--- config.mk ---
export PLATFORM = sky130hd
export DESIGN_NAME = pmas_sequencer
export DESIGN_NICKNAME = d
export VERILOG_FILES = /design/src/logic/pmas_pkg.sv /design/src/logic/pmas_sequencer.sv
export SDC_FILE = /design/constraint.sdc
export NUM_CORES = 1
export LEC_CHECK = 0
export BUFFER_PORTS_ARGS = -buffer_cell sky130_fd_sc_hd__buf_2
export CAP_MARGIN = 10
export CORE_ASPECT_RATIO = 1.75
export CORE_MARGIN = 5
export CORE_UTILIZATION = 60
export DETAILED_ROUTE_END_ITERATION = 8
export PLACE_DENSITY = 0.83
export SETUP_SLACK_MARGIN = 0.15
export SYNTH_ARGS = -nofsm -noshare
export SYNTH_HDL_FRONTEND = slang
export SYNTH_SLANG_ARGS = --single-unit
--- constraint.sdc ---
create_clock -name clk -period 2.71 [get_ports clk]
set_input_delay 0.271 -clock clk [delete_from_list [all_inputs] [get_ports clk]]
set_output_delay 0.271 -clock clk [all_outputs]
set_load 0.1 [all_outputs]
--- src/logic/pmas_pkg.sv ---
// constants for the power monitor converter sequencer
// assumes a 200 MHz core clock and a register write strobe from the bus side
package pmas_pkg;
	localparam int unsigned CLK_MHZ = 200;
	localparam logic [7:0] CTRL_RESET = 8'h00;
	localparam int unsigned CAL_BIT = 7;
	localparam int unsigned MODE_HI = 6;
	localparam int unsigned MODE_LO = 5;
	localparam int unsigned CSEL_HI = 4;
	localparam int unsigned CSEL_LO = 3;
	localparam int unsigned SSEL_HI = 2;
	localparam int unsigned SSEL_LO = 0;
	localparam logic [1:0] MODE_CONT = 2'h0;
	localparam logic [1:0] MODE_SNAP = 2'h1;
	localparam logic [1:0] MODE_SINGLE = 2'h2;
	localparam logic [1:0] MODE_SHDN = 2'h3;
	localparam logic [1:0] CSEL_ALL = 2'h0;
	localparam logic [1:0] CSEL_SUP = 2'h1;
	localparam logic [1:0] CSEL_G12 = 2'h2;
	localparam logic [1:0] CSEL_G4 = 2'h3;
	localparam logic [2:0] SSEL_SUP = 3'h6;
	localparam logic [2:0] SSEL_G12 = 3'h7;
	// input indices: 0 supply1, 1 supply2, 2..5 gpio1..4
	localparam logic [2:0] IN_S1 = 3'h0;
	localparam logic [2:0] IN_S2 = 3'h1;
	localparam logic [2:0] IN_G1 = 3'h2;
	localparam logic [2:0] IN_G2 = 3'h3;
	localparam logic [2:0] IN_G3 = 3'h4;
	localparam logic [2:0] IN_G4 = 3'h5;
	// default conversion time in microseconds (scaled in simulation)
	localparam int unsigned VCONV_US = 16400;
	localparam int unsigned VCONV_CYC = VCONV_US * CLK_MHZ;
	localparam int unsigned ICONV_US = 32800;
	localparam int unsigned ICONV_CYC = ICONV_US * CLK_MHZ;
	localparam int unsigned CAL_US = 16400;
	localparam int unsigned CAL_CYC = CAL_US * CLK_MHZ;
endpackage : pmas_pkg

--- src/logic/pmas_sequencer.sv ---
// converter sequencing for a dual supply power monitor
// assumes ctrl_wr is a one-cycle pulse from the serial-bus slave and
// bus_busy is a synchronous level from that slave, same clock
`timescale 1ns/10ps
`default_nettype none

module pmas_sequencer #(
	parameter int unsigned VCONV_CYCLES = pmas_pkg::VCONV_CYC,
	parameter int unsigned ICONV_CYCLES = pmas_pkg::ICONV_CYC,
	parameter int unsigned CAL_CYCLES = pmas_pkg::CAL_CYC
) (
	input wire logic clk,
	input wire logic rst_n,
	input wire logic ctrl_wr,
	input wire logic [7:0] ctrl_wdata,
	input wire logic bus_busy,
	input wire logic [1:0] alert_enable_group4,
	output logic [7:0] adc_sequence_control,
	output logic converters_on,
	output logic [2:0] vconv_input,
	output logic vconv_update,
	output logic [2:0] vconv_upd_input,
	output logic [1:0] iconv_update,
	output logic cal_active,
	output logic [1:0] power_update,
	output logic power_use_gpio,
	output logic [1:0] status_new,
	output logic snap_alert
);
	typedef enum logic [1:0] {
		PMAS_IDLE = 2'b00,
		PMAS_CAL = 2'b01,
		PMAS_RUN = 2'b10
	} pmas_state_t;

	pmas_state_t state_r;
	logic [31:0] vcnt_r;
	logic [31:0] icnt_r;
	logic [2:0] vidx_r;
	logic vdone_r;
	logic idone_r;
	logic seq_fresh_r;
	logic [1:0] mode;
	logic [1:0] csel;
	logic [2:0] ssel;
	logic vtick;
	logic itick;
	logic snap_pair;
	logic [2:0] vfirst;
	logic [2:0] vlast;
	logic [2:0] vnext;
	logic commit;

	assign mode = adc_sequence_control[pmas_pkg::MODE_HI:pmas_pkg::MODE_LO];
	assign csel = adc_sequence_control[pmas_pkg::CSEL_HI:pmas_pkg::CSEL_LO];
	assign ssel = adc_sequence_control[pmas_pkg::SSEL_HI:pmas_pkg::SSEL_LO];
	assign snap_pair = (ssel == pmas_pkg::SSEL_SUP) ||
		(ssel == pmas_pkg::SSEL_G12);
	assign vtick = (state_r == PMAS_RUN) && !vdone_r &&
		(vcnt_r == VCONV_CYCLES - 1);
	assign itick = (state_r == PMAS_RUN) && !idone_r &&
		(icnt_r == ICONV_CYCLES - 1);
	// results land only while the bus is quiet; otherwise dropped
	assign commit = !bus_busy;

	// input range of the voltage scan
	always_comb begin
		vfirst = pmas_pkg::IN_S1;
		vlast = pmas_pkg::IN_G4;
		if (mode == pmas_pkg::MODE_SNAP) begin
			if (ssel == pmas_pkg::SSEL_G12) begin
				vfirst = pmas_pkg::IN_G1;
				vlast = pmas_pkg::IN_G2;
			end else if (ssel == pmas_pkg::SSEL_SUP) begin
				vfirst = pmas_pkg::IN_S1;
				vlast = pmas_pkg::IN_S2;
			end else begin
				vfirst = ssel;
				vlast = ssel;
			end
		end else if (mode == pmas_pkg::MODE_CONT) begin
			case (csel)
				pmas_pkg::CSEL_G4: begin
					vfirst = pmas_pkg::IN_G1;
					vlast = pmas_pkg::IN_G4;
				end
				pmas_pkg::CSEL_G12: begin
					vfirst = pmas_pkg::IN_G1;
					vlast = pmas_pkg::IN_G2;
				end
				pmas_pkg::CSEL_SUP: begin
					vfirst = pmas_pkg::IN_S1;
					vlast = pmas_pkg::IN_S2;
				end
				default: begin
					vfirst = pmas_pkg::IN_S1;
					vlast = pmas_pkg::IN_G4;
				end
			endcase
		end
		vnext = (vidx_r == vlast) ? vfirst : vidx_r + 3'h1;
	end

	// control register, reset default is continuous with calibration
	always_ff @(posedge clk or negedge rst_n) begin
		if (!rst_n) begin
			adc_sequence_control <= pmas_pkg::CTRL_RESET;
		end else if (ctrl_wr) begin
			adc_sequence_control <= ctrl_wdata;
		end
	end

	// sequence state
	always_ff @(posedge clk or negedge rst_n) begin
		if (!rst_n) begin
			state_r <= PMAS_CAL;
			seq_fresh_r <= 1'b0;
		end else if (ctrl_wr) begin
			// restart on every write except shutdown, which goes idle
			state_r <= (ctrl_wdata[pmas_pkg::MODE_HI:pmas_pkg::MODE_LO] ==
				pmas_pkg::MODE_SHDN) ? PMAS_IDLE : PMAS_CAL;
			seq_fresh_r <= 1'b1;
		end else begin
			case (state_r)
				PMAS_IDLE: state_r <= PMAS_IDLE;
				PMAS_CAL: begin
					if (icnt_r == CAL_CYCLES - 1) begin
						state_r <= PMAS_RUN;
						seq_fresh_r <= 1'b0;
					end
				end
				PMAS_RUN: begin
					if (mode != pmas_pkg::MODE_CONT && vdone_r && idone_r) begin
						state_r <= PMAS_IDLE;
					end else if (mode == pmas_pkg::MODE_CONT && itick &&
						!adc_sequence_control[pmas_pkg::CAL_BIT]) begin
						state_r <= PMAS_CAL;
					end
				end
				default: state_r <= PMAS_IDLE;
			endcase
		end
	end

	// conversion counters and scan pointer
	always_ff @(posedge clk or negedge rst_n) begin
		if (!rst_n) begin
			vcnt_r <= 32'h0;
			icnt_r <= 32'h0;
			vidx_r <= pmas_pkg::IN_S1;
			vdone_r <= 1'b0;
			idone_r <= 1'b0;
		end else if (ctrl_wr || state_r == PMAS_IDLE) begin
			vcnt_r <= 32'h0;
			icnt_r <= 32'h0;
			vidx_r <= vfirst;
			vdone_r <= 1'b0;
			idone_r <= 1'b0;
		end else if (state_r == PMAS_CAL) begin
			// calibration uses the current timer; voltage scan pauses for
			// every calibration, a simplification of the parallel timing
			icnt_r <= (icnt_r == CAL_CYCLES - 1) ? 32'h0 : icnt_r + 32'h1;
			// the write edge still decodes the old range, so reload here
			if (seq_fresh_r) begin
				vidx_r <= vfirst;
			end
			if (!vdone_r && vcnt_r != 32'h0) begin
				vcnt_r <= vcnt_r;
			end
		end else begin
			if (!vdone_r) begin
				vcnt_r <= vtick ? 32'h0 : vcnt_r + 32'h1;
			end
			if (vtick) begin
				vidx_r <= vnext;
				if (mode != pmas_pkg::MODE_CONT && vidx_r == vlast) begin
					vdone_r <= 1'b1;
				end
			end
			if (!idone_r) begin
				icnt_r <= itick ? 32'h0 : icnt_r + 32'h1;
			end
			if (itick && mode != pmas_pkg::MODE_CONT) begin
				idone_r <= 1'b1;
			end
		end
	end

	// result update strobes
	always_ff @(posedge clk or negedge rst_n) begin
		if (!rst_n) begin
			vconv_update <= 1'b0;
			vconv_upd_input <= pmas_pkg::IN_S1;
			iconv_update <= 2'h0;
			power_update <= 2'h0;
			power_use_gpio <= 1'b0;
		end else begin
			vconv_update <= vtick && commit;
			vconv_upd_input <= vidx_r;
			iconv_update <= {2{itick && commit}};
			// power only where two voltage operands exist, supply or gpio
			power_update <= {2{itick && commit &&
				(mode != pmas_pkg::MODE_SNAP || snap_pair)}};
			if (mode == pmas_pkg::MODE_SNAP) begin
				power_use_gpio <= (ssel == pmas_pkg::SSEL_G12);
			end else if (mode == pmas_pkg::MODE_CONT) begin
				power_use_gpio <= csel[1];
			end else begin
				power_use_gpio <= 1'b0;
			end
		end
	end

	// snapshot completion status and alert
	always_ff @(posedge clk or negedge rst_n) begin
		if (!rst_n) begin
			status_new <= 2'h0;
			snap_alert <= 1'b0;
		end else begin
			status_new <= 2'h0;
			snap_alert <= 1'b0;
			if (state_r == PMAS_RUN && mode == pmas_pkg::MODE_SNAP &&
				vdone_r && idone_r) begin
				status_new <= 2'h3;
				snap_alert <= |alert_enable_group4;
			end
		end
	end

	always_ff @(posedge clk or negedge rst_n) begin
		if (!rst_n) begin
			converters_on <= 1'b0;
			cal_active <= 1'b0;
			vconv_input <= pmas_pkg::IN_S1;
		end else begin
			converters_on <= (state_r != PMAS_IDLE);
			cal_active <= (state_r == PMAS_CAL);
			vconv_input <= vidx_r;
		end
	end

	AST_SHDN_OFF: assert property (@(posedge clk) disable iff (!rst_n)
		(ctrl_wr && ctrl_wdata[6:5] == 2'h3) |=> ##1 !converters_on)
		else $error("shutdown left converters on");
	AST_WR_RESTART: assert property (@(posedge clk) disable iff (!rst_n)
		(ctrl_wr && ctrl_wdata[6:5] != 2'h3) |=> state_r == PMAS_CAL)
		else $error("write did not restart sequence");
	AST_BLOCK: assert property (@(posedge clk) disable iff (!rst_n)
		$past(bus_busy) |-> !vconv_update && iconv_update == 2'h0)
		else $error("update during bus activity");
	AST_DISCARD: assert property (@(posedge clk) disable iff (!rst_n)
		(vtick && bus_busy) |=> !vconv_update)
		else $error("blocked result not discarded");
	AST_SNAP_NOPWR: assert property (@(posedge clk) disable iff (!rst_n)
		(itick && mode == 2'h1 && ssel <= 3'h5) |=> power_update == 2'h0)
		else $error("single snapshot updated power");
	AST_SNAP_HALT: assert property (@(posedge clk) disable iff (!rst_n)
		(state_r == PMAS_RUN && mode == 2'h1 && vdone_r && idone_r &&
		!ctrl_wr) |=> state_r == PMAS_IDLE ##1 !converters_on)
		else $error("snapshot did not halt");
	AST_SNAP_STAT: assert property (@(posedge clk) disable iff (!rst_n)
		(state_r == PMAS_RUN && mode == 2'h1 && vdone_r && idone_r) |=>
		status_new == 2'h3 && snap_alert == $past(|alert_enable_group4))
		else $error("snapshot status missing");
	AST_CAL_EVERY: assert property (@(posedge clk) disable iff (!rst_n)
		(itick && mode == 2'h0 && !adc_sequence_control[7] && !ctrl_wr)
		|=> state_r == PMAS_CAL)
		else $error("no calibration per conversion");
	AST_SCAN: assert property (@(posedge clk) disable iff (!rst_n)
		(vtick && mode == 2'h0 && !ctrl_wr) |=> vidx_r == $past(vnext))
		else $error("scan order broken");
	AST_PWR_BLOCK: assert property (@(posedge clk) disable iff (!rst_n)
		$past(bus_busy) |-> power_update == 2'h0)
		else $error("power update during bus activity");
	AST_SNAP_IN: assert property (@(posedge clk) disable iff (!rst_n)
		(state_r == PMAS_RUN && mode == 2'h1 && ssel <= 3'h5) |->
		vidx_r == ssel)
		else $error("snapshot converts wrong input");
endmodule : pmas_sequencer

`default_nettype wire

Word level (Yosys, flattened, before mapping)
Cells that the tools add are included.
Operators by class
  $add $sub $neg: 3
  equal/unequal tests: 20
  multiplexer cells: 44
  reduce and logical (&&, ||, !) cells: 41
Operator list (count)
  32-bit 2-to-1 mux: 9
  32-bit by 1-bit adder with 32-bit output (second input constant): 2
  32-bit by 22-bit equality test with 1-bit output (second input constant): 2
  3-bit 2-to-1 mux: 12
  32-bit by 23-bit equality test with 1-bit output (second input constant): 1
  1-bit logical AND: 16
  1-bit 2-to-1 mux: 14
  2-bit 2-to-1 mux: 7
  2-bit nonzero test: 7
  2-bit AND reduction: 5
  2-bit equality test (second input constant): 4
  2-bit by 1-bit equality test with 1-bit output (second input constant): 3
  3-bit equality test (second input constant): 2
  3-bit inequality test (second input constant): 2
  3-bit case mux with 2 select lines: 1
  1-bit logical NOT: 4
  2-bit logical NOT: 2
  2-bit by 1-bit inequality test with 1-bit output (second input constant): 2
  4-bit inequality test (second input constant): 1
  2-bit case mux with 2 select lines: 1
  2-bit OR reduction: 2
  3-bit by 1-bit adder with 3-bit output (second input constant): 1
  3-bit equality test: 1
  1-bit logical OR: 3
  4 further kinds: 4
Word-level totals
  register bits: 92
  bits of input ports: 14
  output and inout bits: 25
  word-level logic and storage cells: 125

Logic depth before layout (Yosys ltp)
  depth in word-level cells: 10
  gate-level depth with buffers: 9
  depth with buffers taken out: 8

Worst setup path after synthesis
No wires, ideal clock.
  path kind: register -> register
  start: register adc_sequence_control[3]
  end: register vidx_r[2]
  arrival: 2.651 ns
  required time: 2.584 ns
  path slack: -0.067 ns
  stages on the path, launching flop included: 9
  path buffers: 0
  cell sequence: dfrtp_1 inv_1 ha_1 nor2b_1 or4_4 a22oi_2 nand2_1 and2_0 o32a_1
Between the ends
  cells in the longest elaborated chain, start to end: 9
  elaborated cells on any way between the ends: 10
Ends and longest elaborated chain
  from (decl): RTL line pmas_sequencer.sv:18  | output logic [7:0] adc_sequence_control,
  from (signal assigned): RTL line pmas_sequencer.sv:107  | adc_sequence_control <= pmas_pkg::CTRL_RESET;
  from (signal assigned): RTL line pmas_sequencer.sv:109  | adc_sequence_control <= ctrl_wdata;
  2-bit by 1-bit equality test with 1-bit output or 2-bit equality test (tied branches): RTL line pmas_sequencer.sv:82  | case (csel)
  3-bit case mux with 2 select lines (*): RTL line pmas_sequencer.sv:82
  3-bit 2-to-1 mux (*): RTL line pmas_sequencer.sv:81  | end else if (mode == pmas_pkg::MODE_CONT) begin
  3-bit 2-to-1 mux (*): RTL line pmas_sequencer.sv:70  | if (mode == pmas_pkg::MODE_SNAP) begin
  3-bit equality test (*): RTL line pmas_sequencer.sv:101  | vnext = (vidx_r == vlast) ? vfirst : vidx_r + 3'h1;
  3-bit 2-to-1 mux (*): RTL line pmas_sequencer.sv:101
  3-bit 2-to-1 mux (*): RTL line pmas_sequencer.sv:174  | if (vtick) begin
  3-bit 2-to-1 mux (*): RTL line pmas_sequencer.sv:159  | end else if (state_r == PMAS_CAL) begin
  3-bit 2-to-1 mux (*): RTL line pmas_sequencer.sv:153  | end else if (ctrl_wr || state_r == PMAS_IDLE) begin
  to (signal assigned): RTL line pmas_sequencer.sv:156  | vidx_r <= vfirst;
  to (signal assigned): RTL line pmas_sequencer.sv:165  | vidx_r <= vfirst;
  to (signal assigned): RTL line pmas_sequencer.sv:175  | vidx_r <= vnext;
  to (decl): RTL line pmas_sequencer.sv:39  | logic [2:0] vidx_r;
Mark *: on every way between the ends. The rest lies on a longest branch, timed or not. The select of a mux whose other input is x is not followed.
A chain may end at the register's enable or synchronous reset.

Worst setup path after layout
Ends and elaborated chain as after synthesis.

==> summary.md <==
| Metric | Value |
|---|---|
| # H-tree levels | 3 |
| Slew Limit Fails | 0 |
| Avg Synthesized Cell Area | 9.79 µm² |
| Row Count | 43 |
| Worst setup path start | adc_sequence_control[3] |
| Most area-hungry cell type in the Yosys netlist | dfrtp_1 |
| Fin. Hold Viols | 0 |
| Final #Nets | 558 |
| Clock Path Buffers | 2 |
| Vias in the first global route | 4,026 |
| Dpl hpwl | 7810 µm |
| Clock Pin Slew Worst Setup and Hold Paths | 0.06 ns |
| Initial Utilization | 61.7% |
| Wire per inst | 17.4 µm |
| Cells after synthesis | 505 |
| DRC | 0 |
| First-pass GRT wire length | 19,000 µm |
| Worst EP arrival | 2.39 ns |
| Final setup vio count | 0 |
| Fin Setup TNS | 0 ns |
| Max Freq | 462 MHz |
| NetSw | 0.973 mW |
| IO Pins | 39 |
| Initial drt markers | 255 |
| Leak | 2.40 nW |
| Synth top area share | 45.5% |
| Clock Power Share | 39.5% |
| Critical R2R Launch | adc_sequence_control[3] |
| Final Instance Area | 5480 µm² |
| CTS sink cnt | 91 |
| Grt total ovfl | 0 |
| Routability congestion estimate | 0.902 |
| Worst Path Required | 2.94 ns |
| Status | complete, no violations |
| Area grow syn2layout | 10.8% |
| Die X | 78.6 µm |
| GRT Util Overall | 23.6% |
| Share of the yosys chip area belonging to registers | 46.1% |
| Layout cells sized above 1 | 19.5% |
| Std-Cell Core Area | 8020 µm² |
| Slew headroom | 52.3% |
| Routed vias/inst | 6.17 |
| Synth top cells by count | dfrtp_1, nor2_1, nand2_1 |
| Maxcap violations | 0 |
| Worst vdd ir | 547 µV |
| DRT Pass-1 Iters | 5 |
| Seq cells post-synth | 91 |
| Root Driver | clkbuf_16 |
| Vias | 3,907 |
| Switch share | 29.8% |
| Maximum fanout along the worst path | 3 |
| Initial antenna violation count | 0 |
| Num CTS Buffers | 9 |
| Reg power frac | 44.5% |
| Die height | 130 µm |
| Crit end category | flip-flop |
| Unrepaired setup endpoints after global routing | false |
| Worst-skew pair later-pin latency | 0.35 ns |
| HP Class | in -> reg |
| WS Path Type | reg -> reg |
| Post-synth EDFFs | 0 |
| Mapped Area | 4940 µm² |
| Crit path launch type | flip-flop |
| Antenna cells | 0 |
| Comb power frac | 16.0% |
| Power per Cell Area | 597 nW/µm² |
| Area contributors post-synth | dfrtp_1, xor2_1, nor2_1, nand2_1, xnor2_1 |
| Drt total wl | 11,000 µm |
| Slew @ Worst Pin | 0.709 ns |
| Post-synth ARST share | 100% |
| Post-CTS setup buffers | 0 |
| Die area | 10,200 µm² |
| Final worst path period share | 79.9% |
| Cell Int Power | 2.30 mW |
| Port Buffers | 38 |
| Count leader, synth | dfrtp_1 |
| Ys Warns | 0 |
| Syn Nets | 525 |
| DP Area | 5160 µm² |
| Layout Skew | 0.00866 ns |
| Hold_sp | bus_busy |
| Top_reg_cell synth | dfrtp_1 |
| Tmin final | 2.17 ns |
| Detail Route Antenna Nets | 0 |
| Largest net degree at the start of global routing | 59 |
| CTS tree | yes |
| Post-synthesis cell type count | 67 |
[registers in the layout, indices dropped and copies added, names as in the netlist]
name / count
icnt_r: 32
vcnt_r: 32
adc_sequence_control: 8
vconv_input: 3
vidx_r: 3
state_r: 2
cal_active: 1
converters_on: 1
iconv_update: 1
idone_r: 1
power_update: 1
power_use_gpio: 1
seq_fresh_r: 1
snap_alert: 1
status_new: 1
vconv_update: 1
vdone_r: 1
[worst max-delay path: stages (launching register included)]
cell and delay [ns]:
dfrtp_2 0.41, inv_1 0.10, ha_1 0.23, nor2b_1 0.14, or4_4 0.42, a22oi_2 0.18
nand2_1 0.12, and2_0 0.17, o32a_1 0.28
[layout make-up]
type	count	area [µm²]
fillers	610	2540
multi-input cells	380	2470
flip-flops and latches	91	2280
clock buffers	14	274
repair buffers	45	260
well taps	90	113
inverters	11	41.3
clock inverters	2	35.0
[layout by cell type (no fill, tap or decap), types with 3 or more instances in the layout]
master,Yosys,routed
a21oi_1,11,11
a22o_1,3,3
a31oi_1,6,6
and2_1,5,5
and3_1,8,8
and4_1,3,3
buf_2,2,37
buf_4,9,6
clkbuf_16,0,9
clkbuf_8,0,3
dfrtp_1,90,88
ha_1,6,6
inv_1,11,11
mux2_2,8,8
mux2i_1,3,3
nand2_1,51,51
nand2b_1,8,8
nand3_1,21,21
nand4_1,14,14
nor2_1,70,70
nor2_2,3,3
nor2b_1,7,7
nor3_1,11,11
nor3_2,4,4
nor4_1,17,17
nor4b_2,3,3
o21a_1,3,3
o21ai_0,9,9
or2_2,7,7
or3_1,7,7
xnor2_1,19,19
xor2_1,31,31
[path summary, 6_finish.rpt]
kind                             endpoint  slack, ns  cells after the start
max                             vidx_r[2]       0.54                      8
min                          vconv_update        0.1                      2
max reg2reg                     vidx_r[2]       0.54                      8
min reg2reg                vconv_input[2]       0.46                      0
max in group asynchronous      icnt_r[12]       1.62                      3
min in group asynchronous  vconv_input[1]       0.42                      2
[what timing repair did]
item | CTS | global route
hold endpoints to repair | 32 | 0
hold buffers | 1 | 0
resized for setup | 0 | 0
[metal layers]
metal / wire, µm / share of wire (%) / vias to the layer above / global-route usage (%)
li1: - / - / 1828 / -
met3: 441 / 4.0 / 38 / 5.32
met2: 6010 / 55 / 117 / 42.0
met1: 4110 / 37 / 1924 / 26.3
met4: 431 / 3.9 / 0 / 11.6
met5: 0 / 0 / - / 0
[kinds of logic after synthesis]
family                     Yosys count  synth area share, %
and+or+nand+nor                    262                 29.8
DFF                                 91                 46.1
AOI/OAI and AO/OA                   51                 7.44
xor gates and xnor gates            50                 8.86
buffers and inverters               34                 3.92
muxes                               11                 2.43
adders and majority gates            6                 1.52
[power groups by stage]
stage	Sequential (mW)	Combinational [mW]	Clock [mW]
floorplan	1.65	0.242	0
global placement	1.47	0.517	0
detailed placement	1.48	0.525	0
CTS	1.45	0.527	1.31
global route	1.46	0.554	1.37
finish	1.45	0.524	1.29
[through the flow]
stage	total power, mW	util [%]	hold slack [ns]	setup slack [ns]	instances
2_1_floorplan	1.89	-	-0.0246	0.161	505
3_3_place_gp	1.99	64.3	0.241	0.576	616
3_5_place_dp	2.00	64.3	0.251	0.552	616
4_1_cts	3.29	68.3	0.0906	0.538	633
5_1_grt	3.39	68.3	0.0982	0.388	633
6_report	3.27	68.3	0.0995	0.545	633
Note: power is estimated with default switching activity, not from simulation.
